[src/jrxcfg_defs.vh]
// constants for the link configuration block
// Functional notes
// - modes 0..3 are single link only: four converters, lanes 8/8/4/2, S 1/2/1/1, F 1/2/2/4
// - modes 4,5,6,7,9,10 allow one or two links with their own M, L, S, F
// - lane rate equals twenty times data rate times M over L
// - high density is one exactly when F equals one; both ends agree
// - converter resolution and bits per sample are both sixteen
// - two-link setting runs two separately resettable links with identical parameters
// - scrambling setting tells the receiver whether to descramble
// - link select picks which link later per-link writes reach
// - lane enable and deskew masks are two to the L minus one
// - each lane powers off when its bit in the unused-lane register is one
// - checksum method zero sums fields, one sums packed registers; must match transmitter
// - field checksum is low byte of L-1,M-1,K-1,N-1,Np-1,S-1,SCR,HD,subclass,version
// - register checksum is low byte of the sum of packed registers 0x450..0x45A
// - converter power-down mask follows M and two-link setting table
// - one converter per link in two-link mode sets the routing bit
// - pair clock power-down field bits 7:6 is one when DAC2 and DAC3 are off
// - sampling: oversample 0/1/2, full rate 0/0/1, half rate 1/0/0
// - subclass one uses SYSREF; subclass zero needs lanes within one multiframe
// - processing clock is lane rate over forty; delays count its cycles
// - frames per processing clock is four over F; clocks per multiframe is K over that
// - variable and fixed delays release all lanes in the same multiframe cycle
`ifndef JRXCFG_DEFS_VH
`define JRXCFG_DEFS_VH
`define JRXCFG_ADDR_W 12
`define JRXCFG_OFS_CLK_PWR 12'h080
`define JRXCFG_OFS_LANE_PWR 12'h201
`define JRXCFG_OFS_MODE 12'h210
`define JRXCFG_OFS_LINK 12'h211
`define JRXCFG_OFS_CDR 12'h212
`define JRXCFG_OFS_DLY 12'h213
`define JRXCFG_OFS_CSUM_RX 12'h214
`define JRXCFG_OFS_STATUS 12'h215
`define JRXCFG_OFS_MASKS 12'h216
`define JRXCFG_OFS_PACK_LO 12'h450
`define JRXCFG_OFS_PACK_HI 12'h45A
`define JRXCFG_RST_BYTE 8'h00
`define JRXCFG_RST_MODE 4'h0
`define JRXCFG_PCLK_RATIO 40
`define JRXCFG_FRAME_OCTETS 4
`define JRXCFG_RES_BITS 16
`define JRXCFG_CLK_PD_BIT_HI 7
`define JRXCFG_CLK_PD_BIT_LO 6
`define JRXCFG_CLK_PD_ON 2'h1
`define JRXCFG_CLK_PD_OFF 2'h0
`endif

[src/jrxcfg_mode_rom.v]
// mode table: converters, lanes, samples and octets per frame for each mode
module jrxcfg_mode_rom (
    // clock and reset
    input wire core_clk_i,
    input wire rst_b_i,
    // lookup
    input wire [3:0] mode_i,
    output reg [2:0] conv_o,
    output reg [3:0] lanes_o,
    output reg [1:0] samp_o,
    output reg [2:0] oct_o,
    output reg dual_ok_o,
    output reg legal_o
);
    reg [2:0] next_conv;
    reg [3:0] next_lanes;
    reg [1:0] next_samp;
    reg [2:0] next_oct;
    reg next_dual_ok;
    reg next_legal;

    always @* begin
        next_legal = 1'b1;
        next_dual_ok = 1'b1;
        case (mode_i)
            4'h0: begin next_conv = 3'h4; next_lanes = 4'h8; next_samp = 2'h1; next_oct = 3'h1; next_dual_ok = 1'b0; end
            4'h1: begin next_conv = 3'h4; next_lanes = 4'h8; next_samp = 2'h2; next_oct = 3'h2; next_dual_ok = 1'b0; end
            4'h2: begin next_conv = 3'h4; next_lanes = 4'h4; next_samp = 2'h1; next_oct = 3'h2; next_dual_ok = 1'b0; end
            4'h3: begin next_conv = 3'h4; next_lanes = 4'h2; next_samp = 2'h1; next_oct = 3'h4; next_dual_ok = 1'b0; end
            4'h4: begin next_conv = 3'h2; next_lanes = 4'h4; next_samp = 2'h1; next_oct = 3'h1; end
            4'h5: begin next_conv = 3'h2; next_lanes = 4'h4; next_samp = 2'h2; next_oct = 3'h2; end
            4'h6: begin next_conv = 3'h2; next_lanes = 4'h2; next_samp = 2'h1; next_oct = 3'h2; end
            4'h7: begin next_conv = 3'h2; next_lanes = 4'h1; next_samp = 2'h1; next_oct = 3'h4; end
            4'h9: begin next_conv = 3'h1; next_lanes = 4'h2; next_samp = 2'h1; next_oct = 3'h1; end
            4'hA: begin next_conv = 3'h1; next_lanes = 4'h1; next_samp = 2'h1; next_oct = 3'h2; end
            default: begin
                // unlisted codes fall back to mode 0 values but are flagged
                next_conv = 3'h4;
                next_lanes = 4'h8;
                next_samp = 2'h1;
                next_oct = 3'h1;
                next_dual_ok = 1'b0;
                next_legal = 1'b0;
            end
        endcase
    end

    always @(posedge core_clk_i or negedge rst_b_i) begin
        if (!rst_b_i) begin
            conv_o <= 3'h4;
            lanes_o <= 4'h8;
            samp_o <= 2'h1;
            oct_o <= 3'h1;
            dual_ok_o <= 1'b0;
            legal_o <= 1'b1;
        end else begin
            conv_o <= next_conv;
            lanes_o <= next_lanes;
            samp_o <= next_samp;
            oct_o <= next_oct;
            dual_ok_o <= next_dual_ok;
            legal_o <= next_legal;
        end
    end
endmodule // jrxcfg_mode_rom

[src/jrxcfg_top.v]
// link configuration registers and derived settings for the lane receiver
`include "jrxcfg_defs.vh"
module jrxcfg_top #(
    parameter JESD_VERSION = 3'h1
) (
    // clock and reset
    input wire core_clk_i,
    input wire rst_b_i,
    // register port
    input wire reg_wr_i,
    input wire reg_rd_i,
    input wire [11:0] reg_addr_i,
    input wire [7:0] reg_wdata_i,
    output reg [7:0] reg_rdata_o,
    // received first-lane checksum from the deframer
    input wire [7:0] rx_checksum_i,
    input wire rx_checksum_vld_i,
    // link controls
    output reg [1:0] link_enable_o,
    output reg [1:0] link_reset_o,
    output reg descramble_o,
    output reg high_density_flag_o,
    output reg [7:0] lane_enable_o,
    output reg [7:0] lane_deskew_o,
    output reg [7:0] lane_power_off_mask_o,
    // converter controls
    output reg [3:0] converter_power_down_mask_o,
    output reg route_a_o,
    output reg [1:0] pair_clock_power_down_o,
    // serdes clocking
    output reg cdr_halfrate_o,
    output reg cdr_oversample_o,
    output reg [1:0] serdes_pll_divider_o,
    // latency
    output reg [3:0] variable_delay_window_o,
    output reg [4:0] fixed_delay_setting_o,
    output reg [2:0] frames_per_proc_clock_o,
    output reg [5:0] proc_clocks_per_multiframe_o,
    output reg sysref_use_o,
    // status
    output reg cfg_error_o,
    output reg checksum_mismatch_o
);
    // stored registers
    reg [7:0] clk_pwr;
    reg [3:0] mode;
    reg k_is_32;
    reg two_link_select;
    reg link_select;
    reg scrambling;
    reg subclass;
    reg checksum_method;
    reg [1:0] cdr_mode;
    reg [1:0] link_rst_req;
    reg [3:0] var_dly [0:1];
    reg [4:0] fix_dly [0:1];
    reg [7:0] lane_pwr;
    reg [7:0] pack [0:10];
    reg mismatch;
    integer i;
    integer j;

    wire [2:0] conv;
    wire [3:0] lanes;
    wire [1:0] samp;
    wire [2:0] oct;
    wire dual_ok;
    wire legal;

    // per-mode M and L keep lane rate at twenty times data rate times M over L
    jrxcfg_mode_rom u_rom (
        .core_clk_i(core_clk_i),
        .rst_b_i(rst_b_i),
        .mode_i(mode),
        .conv_o(conv),
        .lanes_o(lanes),
        .samp_o(samp),
        .oct_o(oct),
        .dual_ok_o(dual_ok),
        .legal_o(legal)
    );

    wire hd = (oct == 3'h1);
    wire [5:0] k_val = k_is_32 ? 6'h20 : 6'h10;
    // K of 16 is illegal where F is one (modes 0, 4, 9)
    wire k_bad = hd & ~k_is_32;
    wire dual_bad = two_link_select & ~dual_ok;
    wire addr_pack = (reg_addr_i >= `JRXCFG_OFS_PACK_LO) && (reg_addr_i <= `JRXCFG_OFS_PACK_HI);
    wire [3:0] pack_idx = reg_addr_i[3:0];

    // field checksum, N-1 and Np-1 are both fifteen
    localparam integer RES_M1 = `JRXCFG_RES_BITS - 1;
    wire [7:0] n_m1 = RES_M1[7:0];
    wire [7:0] sum_fields = {4'h0, lanes} - 8'h01 + {5'h00, conv} - 8'h01 + {2'h0, k_val} - 8'h01
        + n_m1 + n_m1 + {6'h00, samp} - 8'h01 + {7'h00, scrambling} + {7'h00, hd} + {7'h00, subclass}
        + {5'h00, JESD_VERSION[2:0]};
    reg [7:0] sum_regs;
    always @* begin
        sum_regs = 8'h00;
        for (i = 0; i < 11; i = i + 1) begin
            sum_regs = sum_regs + pack[i];
        end
    end
    wire [7:0] csum_exp = checksum_method ? sum_regs : sum_fields;

    reg [2:0] next_fpc;
    always @* begin
        case (oct)
            3'h1: next_fpc = 3'h4;
            3'h2: next_fpc = 3'h2;
            default: next_fpc = 3'h1;
        endcase
    end
    wire [5:0] next_ppm = (next_fpc == 3'h4) ? {2'h0, k_val[5:2]} :
        (next_fpc == 3'h2) ? {1'b0, k_val[5:1]} : k_val;

    reg [3:0] next_pd;
    always @* begin
        case (conv)
            3'h1: next_pd = two_link_select ? 4'h6 : 4'h7;
            3'h2: next_pd = two_link_select ? 4'h0 : 4'h3;
            default: next_pd = 4'h0;
        endcase
    end

    // register writes
    always @(posedge core_clk_i or negedge rst_b_i) begin
        if (!rst_b_i) begin
            clk_pwr <= `JRXCFG_RST_BYTE;
            mode <= `JRXCFG_RST_MODE;
            k_is_32 <= 1'b1;
            two_link_select <= 1'b0;
            link_select <= 1'b0;
            scrambling <= 1'b0;
            subclass <= 1'b0;
            checksum_method <= 1'b0;
            cdr_mode <= 2'h0;
            link_rst_req <= 2'h0;
            lane_pwr <= `JRXCFG_RST_BYTE;
            // own loop index so the checksum adder keeps i to itself
            for (j = 0; j < 2; j = j + 1) begin
                var_dly[j] <= 4'h0;
                fix_dly[j] <= 5'h00;
            end
            for (j = 0; j < 11; j = j + 1) begin
                pack[j] <= `JRXCFG_RST_BYTE;
            end
        end else begin
            // link reset requests are one-cycle pulses
            link_rst_req <= 2'h0;
            if (reg_wr_i) begin
                case (reg_addr_i)
                    `JRXCFG_OFS_CLK_PWR: clk_pwr <= reg_wdata_i;
                    `JRXCFG_OFS_LANE_PWR: lane_pwr <= reg_wdata_i;
                    `JRXCFG_OFS_MODE: begin
                        mode <= reg_wdata_i[3:0];
                        k_is_32 <= reg_wdata_i[4];
                        scrambling <= reg_wdata_i[5];
                        subclass <= reg_wdata_i[6];
                        checksum_method <= reg_wdata_i[7];
                    end
                    `JRXCFG_OFS_LINK: begin
                        two_link_select <= reg_wdata_i[0];
                        link_select <= reg_wdata_i[1];
                        link_rst_req <= reg_wdata_i[3:2];
                    end
                    `JRXCFG_OFS_CDR: cdr_mode <= reg_wdata_i[1:0];
                    `JRXCFG_OFS_DLY: begin
                        // delays land in the link chosen by link select
                        var_dly[link_select] <= reg_wdata_i[3:0];
                    end
                    `JRXCFG_OFS_CSUM_RX: fix_dly[link_select] <= reg_wdata_i[4:0];
                    default: begin
                        if (addr_pack) begin
                            pack[pack_idx] <= reg_wdata_i;
                        end
                    end
                endcase
            end
        end
    end

    // read mux and derived outputs
    always @(posedge core_clk_i or negedge rst_b_i) begin
        if (!rst_b_i) begin
            reg_rdata_o <= 8'h00;
            link_enable_o <= 2'h0;
            link_reset_o <= 2'h0;
            descramble_o <= 1'b0;
            high_density_flag_o <= 1'b0;
            lane_enable_o <= 8'h00;
            lane_deskew_o <= 8'h00;
            lane_power_off_mask_o <= 8'h00;
            converter_power_down_mask_o <= 4'h0;
            route_a_o <= 1'b0;
            pair_clock_power_down_o <= 2'h0;
            cdr_halfrate_o <= 1'b0;
            cdr_oversample_o <= 1'b1;
            serdes_pll_divider_o <= 2'h2;
            variable_delay_window_o <= 4'h0;
            fixed_delay_setting_o <= 5'h00;
            frames_per_proc_clock_o <= 3'h4;
            proc_clocks_per_multiframe_o <= 6'h08;
            sysref_use_o <= 1'b0;
            cfg_error_o <= 1'b0;
            checksum_mismatch_o <= 1'b0;
            mismatch <= 1'b0;
        end else begin
            reg_rdata_o <= 8'h00;
            if (reg_rd_i) begin
                case (reg_addr_i)
                    `JRXCFG_OFS_CLK_PWR: reg_rdata_o <= clk_pwr;
                    `JRXCFG_OFS_LANE_PWR: reg_rdata_o <= lane_pwr;
                    `JRXCFG_OFS_MODE: reg_rdata_o <= {checksum_method, subclass, scrambling, k_is_32, mode};
                    `JRXCFG_OFS_LINK: reg_rdata_o <= {6'h00, link_select, two_link_select};
                    `JRXCFG_OFS_CDR: reg_rdata_o <= {6'h00, cdr_mode};
                    `JRXCFG_OFS_DLY: reg_rdata_o <= {4'h0, var_dly[link_select]};
                    `JRXCFG_OFS_CSUM_RX: reg_rdata_o <= {3'h0, fix_dly[link_select]};
                    `JRXCFG_OFS_STATUS: reg_rdata_o <= {4'h0, mismatch, k_bad, dual_bad, ~legal};
                    `JRXCFG_OFS_MASKS: reg_rdata_o <= csum_exp;
                    default: reg_rdata_o <= addr_pack ? pack[pack_idx] : 8'h00;
                endcase
            end
            link_enable_o <= two_link_select ? 2'h3 : 2'h1;
            link_reset_o <= link_rst_req;
            descramble_o <= scrambling;
            high_density_flag_o <= hd;
            // thermometer mask of L ones; lane count is at most eight
            lane_enable_o <= (lanes == 4'h8) ? 8'hFF : ((8'h01 << lanes[2:0]) - 8'h01);
            lane_deskew_o <= (lanes == 4'h8) ? 8'hFF : ((8'h01 << lanes[2:0]) - 8'h01);
            lane_power_off_mask_o <= lane_pwr;
            converter_power_down_mask_o <= next_pd;
            route_a_o <= (conv == 3'h1) & two_link_select;
            // mask is written DAC0 first, so DAC2 and DAC3 are the low two bits
            pair_clock_power_down_o <= (next_pd[1:0] == 2'h3) ? `JRXCFG_CLK_PD_ON : `JRXCFG_CLK_PD_OFF;
            case (cdr_mode)
                2'h1: begin
                    cdr_halfrate_o <= 1'b0;
                    cdr_oversample_o <= 1'b0;
                    serdes_pll_divider_o <= 2'h1;
                end
                2'h2: begin
                    cdr_halfrate_o <= 1'b1;
                    cdr_oversample_o <= 1'b0;
                    serdes_pll_divider_o <= 2'h0;
                end
                default: begin
                    cdr_halfrate_o <= 1'b0;
                    cdr_oversample_o <= 1'b1;
                    serdes_pll_divider_o <= 2'h2;
                end
            endcase
            // each link stores its own delay pair, but only link 0's pair drives the output
            variable_delay_window_o <= var_dly[0];
            fixed_delay_setting_o <= fix_dly[0];
            frames_per_proc_clock_o <= next_fpc;
            proc_clocks_per_multiframe_o <= next_ppm;
            sysref_use_o <= subclass;
            cfg_error_o <= ~legal | k_bad | dual_bad;
            // sticky until a new checksum compares equal
            if (rx_checksum_vld_i) begin
                mismatch <= (rx_checksum_i != csum_exp);
                checksum_mismatch_o <= (rx_checksum_i != csum_exp);
            end
        end
    end
endmodule // jrxcfg_top

[config.mk]
export PLATFORM = sky130hd
export DESIGN_NAME = jrxcfg_top
export DESIGN_NICKNAME = d
export VERILOG_FILES = /design/src/jrxcfg_mode_rom.v /design/src/jrxcfg_top.v
export VERILOG_INCLUDE_DIRS = /design/src
export SDC_FILE = /design/constraint.sdc
export NUM_CORES = 1
export LEC_CHECK = 0
export BUFFER_PORTS_ARGS = -buffer_cell sky130_fd_sc_hd__buf_2
export CAP_MARGIN = 20
export CORE_ASPECT_RATIO = 0.75
export CORE_MARGIN = 3
export CORE_UTILIZATION = 60
export DETAILED_ROUTE_END_ITERATION = 6
export MAX_ROUTING_LAYER = met4
export PLACE_DENSITY = 0.82
export SYNTH_ARGS = -nofsm -noshare
export SYNTH_HDL_FRONTEND = slang
export SYNTH_SLANG_ARGS = --single-unit
[constraint.sdc]
create_clock -name core_clk_i -period 14.6 [get_ports core_clk_i]
set_input_delay 1.46 -clock core_clk_i [delete_from_list [all_inputs] [get_ports core_clk_i]]
set_output_delay 1.46 -clock core_clk_i [all_outputs]
set_load 0.02 [all_outputs]
; After elaboration in Yosys (flattened, before gate mapping)
; Index checks and enable logic that the tools add are counted.
[totals]
regBits = 211
in_bits = 33
output_inout_bits = 70
elab_cells = 190
[op_classes]
addsub = 24
n_lt_le_gt_ge = 6
n_eq_ne = 29
n_shift = 1
mux = 43
bitwise = 11
n_reduce_logical = 24
[ops]
columns = cell, count
row1 = $eq A12 B10 Y1 const B, 8
row2 = $bwmux W88, 1
row3 = $add A8 B8 Y8, 10
row4 = $pmux W8 S9, 1
row5 = $mux W8, 7
row6 = $bmux W8 S4, 1
row7 = $demux W8 S4, 1
row8 = $add A8 B1 Y8, 3
row9 = $pmux W3 S2, 4
row10 = $sub A8 B1 Y8 const B, 3
row11 = $mux W5, 4
row12 = $mux W6, 3
row13 = $add A8 B4 Y8 const B, 2
row14 = $eq A4 B3 Y1 const B, 4
row15 = $mux W4, 4
row16 = $reduce_and A2 Y1, 7
row17 = $eq A12 B8 Y1 const B, 1
row18 = $eq A4 B4 Y1 const B, 3
row19 = $ge A12 B11 Y1 const B, 1
row20 = $le A12 B11 Y1 const B, 1
row21 = $pmux W4 S3, 1
row22 = $bwmux W10, 1
row23 = $mux W2, 5
row24 = $reduce_or A10 Y1, 1
row25 = 38 further kinds, 61

; Longest topological paths before layout
[logic_depth]
depth_word = 16
depth_mapped = 16
mapped_depth_nobuf = 16

; Modules after synthesis
; Synthesis repeated with hierarchy kept, for this count alone.
[unflattened]
cells_unflattened = 931
area_unflattened_um2 = 11578.6
[modules_own_cells]
columns = mod, n_inst, cells_per_inst, area_per_inst_um2, seq_area_each_um2
row1 = jrxcfg_top, 1, 888, 11031.8, 4834.6
row2 = jrxcfg_mode_rom, 1, 43, 546.8, 356.6

; Worst setup path after synthesis
; OpenSTA, ideal clock, no wires.
[synth_timing]
path_kind = register -> register
from = register pack[2] (netlist name)
to = register mismatch
setup_ps = 131
arrival_ps = 4688
required_ps = 14469
slack_ps = 9781
stages_incl_launch_ff = 17
n_path_buf = 0
period_less_slack_ps = 4819
path_cell_list = dfrtp_1 > fa_1 > inv_1 > fa_1 > fa_1 > fa_1 > inv_1 > fa_1 > ha_1 > fa_1 > a21o_1 > a21oi_1 > xor2_1 > a21oi_1 > xor2_1 > nor4_1 > a31oi_1
[synth_between]
elab_chain_cells = 3
[synth_lines]
columns = element, line
row1 = from (decl), jrxcfg_top.v:58  ; reg [7:0] pack [0:10];
row2 = "from (signal, indexed assignment)", jrxcfg_top.v:146  ; pack[j] <= `JRXCFG_RST_BYTE;
row3 = "from (signal, indexed assignment)", jrxcfg_top.v:175  ; pack[pack_idx] <= reg_wdata_i;
row4 = $add A8 B8 Y8, jrxcfg_top.v:101  ; sum_regs = sum_regs + pack[i];
row5 = $mux W8, jrxcfg_top.v:104  ; wire [7:0] csum_exp = checksum_method ? sum_regs : sum_fields;
row6 = $ne A8 B8 Y1, jrxcfg_top.v:262  ; mismatch <= (rx_checksum_i != csum_exp);
row7 = to (signal assigned), jrxcfg_top.v:262
row8 = to (decl), jrxcfg_top.v:59  ; reg mismatch;
; No other way between the ends.
; A chain may end at the register's enable or synchronous reset.

; Worst setup path after layout
; Ends and elaborated chain as after synthesis.

==> summary.txt <==
CTS
  • Clk sinks: between 200 and 250
  • Cts repair resizes: 0
  • Total CTS buffers: 21
  • CTS Hold Bufs: 0
  • Clk Tree Root Cell: clkbuf_16
  • Clock Latency Late Sink: ~520 ps
  • Clock buffer depth: 3
  • TritonCTS clock tree: built
  • CTS clock-pin slew for the worst setup and hold paths: 60 ps
  • H-tree levels: 1
  • Post-CTS Setup Repair Bufs: 0

Global routing
  • Antenna violations before repair: 2
  • Grt met2 use: 42.2%
  • M1 GR Usage: 38.3%
  • Most utilized layer in the global route result: met2
  • Total GRT Usage: 28.2%
  • First-pass GRT wire length: roughly 45 mm
  • Maximum number of pins on one net before global-route repair: 101
  • Met3 usage: under 10%
  • Vias in the first global route: around 8,000
  • Total congestion overflow: 0

Floorplan
  • Die X: 166 um
  • Total core area: between 0.015 and 0.02 mm2
  • Initial Utilization: approximately 60%
  • I/O pins: 103
  • Die Span Y: 126 um
  • Die ar.: 0.0208 mm2
  • Std cell rows: between 40 and 50

Drt
  • WL/cell: 22.3 um
  • Drt first pass iters: 7
  • Routed Antenna Nets: 0
  • Starting DRT DRC Count: approximately 870
  • Routed wire length: 28.5 mm
  • DR vias/cell: just over 6
  • DRC violation count after routing: 1
  • Vias: roughly 7,900

Synth
  • Count leader, synth: dfrtp_1
  • Largest cells by area after synthesis: dfrtp_1 43%, mux2_2 13%, fa_1 11%, ha_1 3.6%, mux4_2 3.3%
  • Yosys warnings: 0
  • Synth cell count leaders: 198 x dfrtp_1, 130 x mux2_2, 85 x inv_1, 61 x fa_1, 58 x nand2_1
  • Async SR Flop Fraction: 100%
  • Ys flop type: dfrtp_1
  • Top-area cell type share of the netlist area: 43.2%
  • Synth unique cells: 67
  • Seq cells post-synth: 207
  • Syn Area/Cell: 12.3 um2
  • Cells after Synth: just over 900
  • Number of synthesized flops with an enable pin: 0
  • Synthesized cell area: 0.0115 mm2
  • Synth area leader: dfrtp_1
  • Sequential share of the synthesized area: a little under half

STA
  • Max frequency: 198 MHz
  • Final period util: around a third
  • Finish-stage setup viols: 0
  • Least-Margin Pin Slew: 1080 ps
  • Fin crit period: between 5000 and 6000 ps
  • Final Max Slew Viols: 0
  • Rel. slew slack: 27.7%
  • Unrepaired setup endpoints after global routing: no
  • Final hold vios: 0
  • Setup ws final: 9550 ps
  • Setup TNS: 0 ps
  • Worst-case clock skew: 23.1 ps
  • Hold slack: 347 ps

Outcome
  • Violated checks: DRC
  • Run status: finished, violations left

Final layout
  • Fill count: 1,301
  • Area occupied by multi-input gates: ~0.0057 mm2
  • Register area: 0.00519 mm2
  • Layout area overhead: 12.5%
  • Layout cells sized above 1: a little under a third
  • Filler-free cell count of the finished design: 1,276
  • NumNets Final: 1,139

Place
  • Post-DP HPWL: 19.8 mm
  • Placed insts: about 1,200
  • Port Buffers: 98
  • Dpl ws: around 9600 ps
  • Gpl congestion: 0.923

Power and ir drop
  • Worst VDD drop: 92.1 uV
  • Pwr dens: 97.2 mW/mm2
  • Leakage: 0.00603 uW

Flow run
  • Max cap viols: 0

Setup path
  • CP max FO: 3
  • Crit path from: pack[2]
  • Worst R2R Start: pack[2]
  • Startpoint class of the critical path: flip-flop
  • Worst Setup End Kind: flip-flop
  • Worst r2r path cells: 16
  • WP data required: 14,990 ps
  • CP arrival: roughly 5400 ps
  • Path type of the worst setup path: flip-flop to flip-flop

Worst hold path
  • Worst Hold Depth: 0
  • HP Start: link_rst_req[1]
  • Hold WC Path Type: flip-flop to flip-flop
## state kept, by name, indices dropped and copies added, names as in the netlist, 5 cells and up
name,cells
lane_deskew_o,8
lane_pwr,8
pack,88
var_dly,8
lane_power_off_mask_o,8
reg_rdata_o,8
fix_dly,10
clk_pwr,8
fixed_delay_setting_o,5
## per-stage QoR
stage | util, % | total power (uW) | cell area [um2]
floorplan | - | 632 | 11500
global placement | 65.0 | 662 | 12100
detailed placement | 65.0 | 663 | 12100
CTS | 69.2 | 1260 | 12900
global route | 69.3 | 1290 | 12900
finish | 69.3 | 1250 | 12900
## power by group
part,total [uW],internal [uW],switching [uW]
clock,598,371,227
sequential,579,577,2.37
combinational,75.6,22.7,52.9
total,1250,970,283
## routing by layer
| layer | share of wire, % | wire, um |
|---|---|---|
| met5 | 0 | 0 |
| met4 | 3.7 | 1050 |
| met3 | 9.6 | 2730 |
| met2 | 45 | 12800 |
| met1 | 42 | 12000 |
## critical path, cell delays in order, from the launching register on
cell	delay, ps
dfrtp_1	420
fa_1	540
inv_1	50
fa_1	500
fa_1	520
fa_1	550
inv_1	60
fa_1	470
ha_1	240
fa_1	400
a21o_1	190
a21oi_1	170
xor2_1	160
a21oi_1	110
xor2_1	190
nor4_1	230
a31oi_1	110
## worst paths after layout
path | to | slack, ps
worst max-delay path | mismatch | 9550
min in group asynchronous | pack[82] | 1000
worst min register to register | link_reset_o[1] | 350
max in group asynchronous | link_select | 11750
worst max register to register | mismatch | 9550
worst min-delay path | link_reset_o[1] | 350
## cell usage in the layout, fill, tap and decap left out, drive strengths merged, types with 5 or more instances in the layout
cell type | netlist | routed
inv | 86 | 87
a221o | 7 | 7
fa | 61 | 61
xor2 | 11 | 11
a222oi | 5 | 5
a21oi | 18 | 18
mux2i | 9 | 9
nand4 | 5 | 5
nand2 | 58 | 58
clkbuf | 27 | 32
nor2b | 8 | 8
and2 | 8 | 8
mux4 | 17 | 17
nor4 | 7 | 7
o22ai | 5 | 5
dfstp | 9 | 9
nand3 | 17 | 17
o21ai | 30 | 30
buf | 25 | 108
nor3b | 7 | 7
ha | 33 | 33
mux2 | 136 | 136
a31oi | 7 | 7
dfrtp | 198 | 198
nor2 | 33 | 33
nor3 | 13 | 13
a211oi | 6 | 6
conb | 2 | 5
nand2b | 8 | 8
xnor2 | 25 | 25
## cell families (layout without fill, tap and decap cells)
| group | after synthesis | in the layout | share of synthesized area [%] |
|---|---|---|---|
| AO/OA/AOI/OAI | 106 | 106 | 6.22 |
| XOR/XNOR | 37 | 37 | 2.95 |
| adder cells (fa/ha/maj) | 94 | 94 | 14.3 |
| buffers and inverters | 139 | 234 | 5.03 |
| flip-flops | 207 | 207 | 45.3 |
| multiplexers | 162 | 162 | 17.5 |
| other | 2 | 7 | 0.0655 |
| AND/OR/NAND/NOR | 182 | 182 | 8.72 |
## layout make-up
cell class	instances	share of cell area (%)
multi-input combinational	586	44.3
clock inverter	7	1.08
inverter	87	2.53
clock buffer	31	4.91
tap	247	2.40
timing repair buffer	109	4.51
antenna	2	0.0388
sequential	207	40.3
No activity file was read; power rests on OpenSTA's default activity.
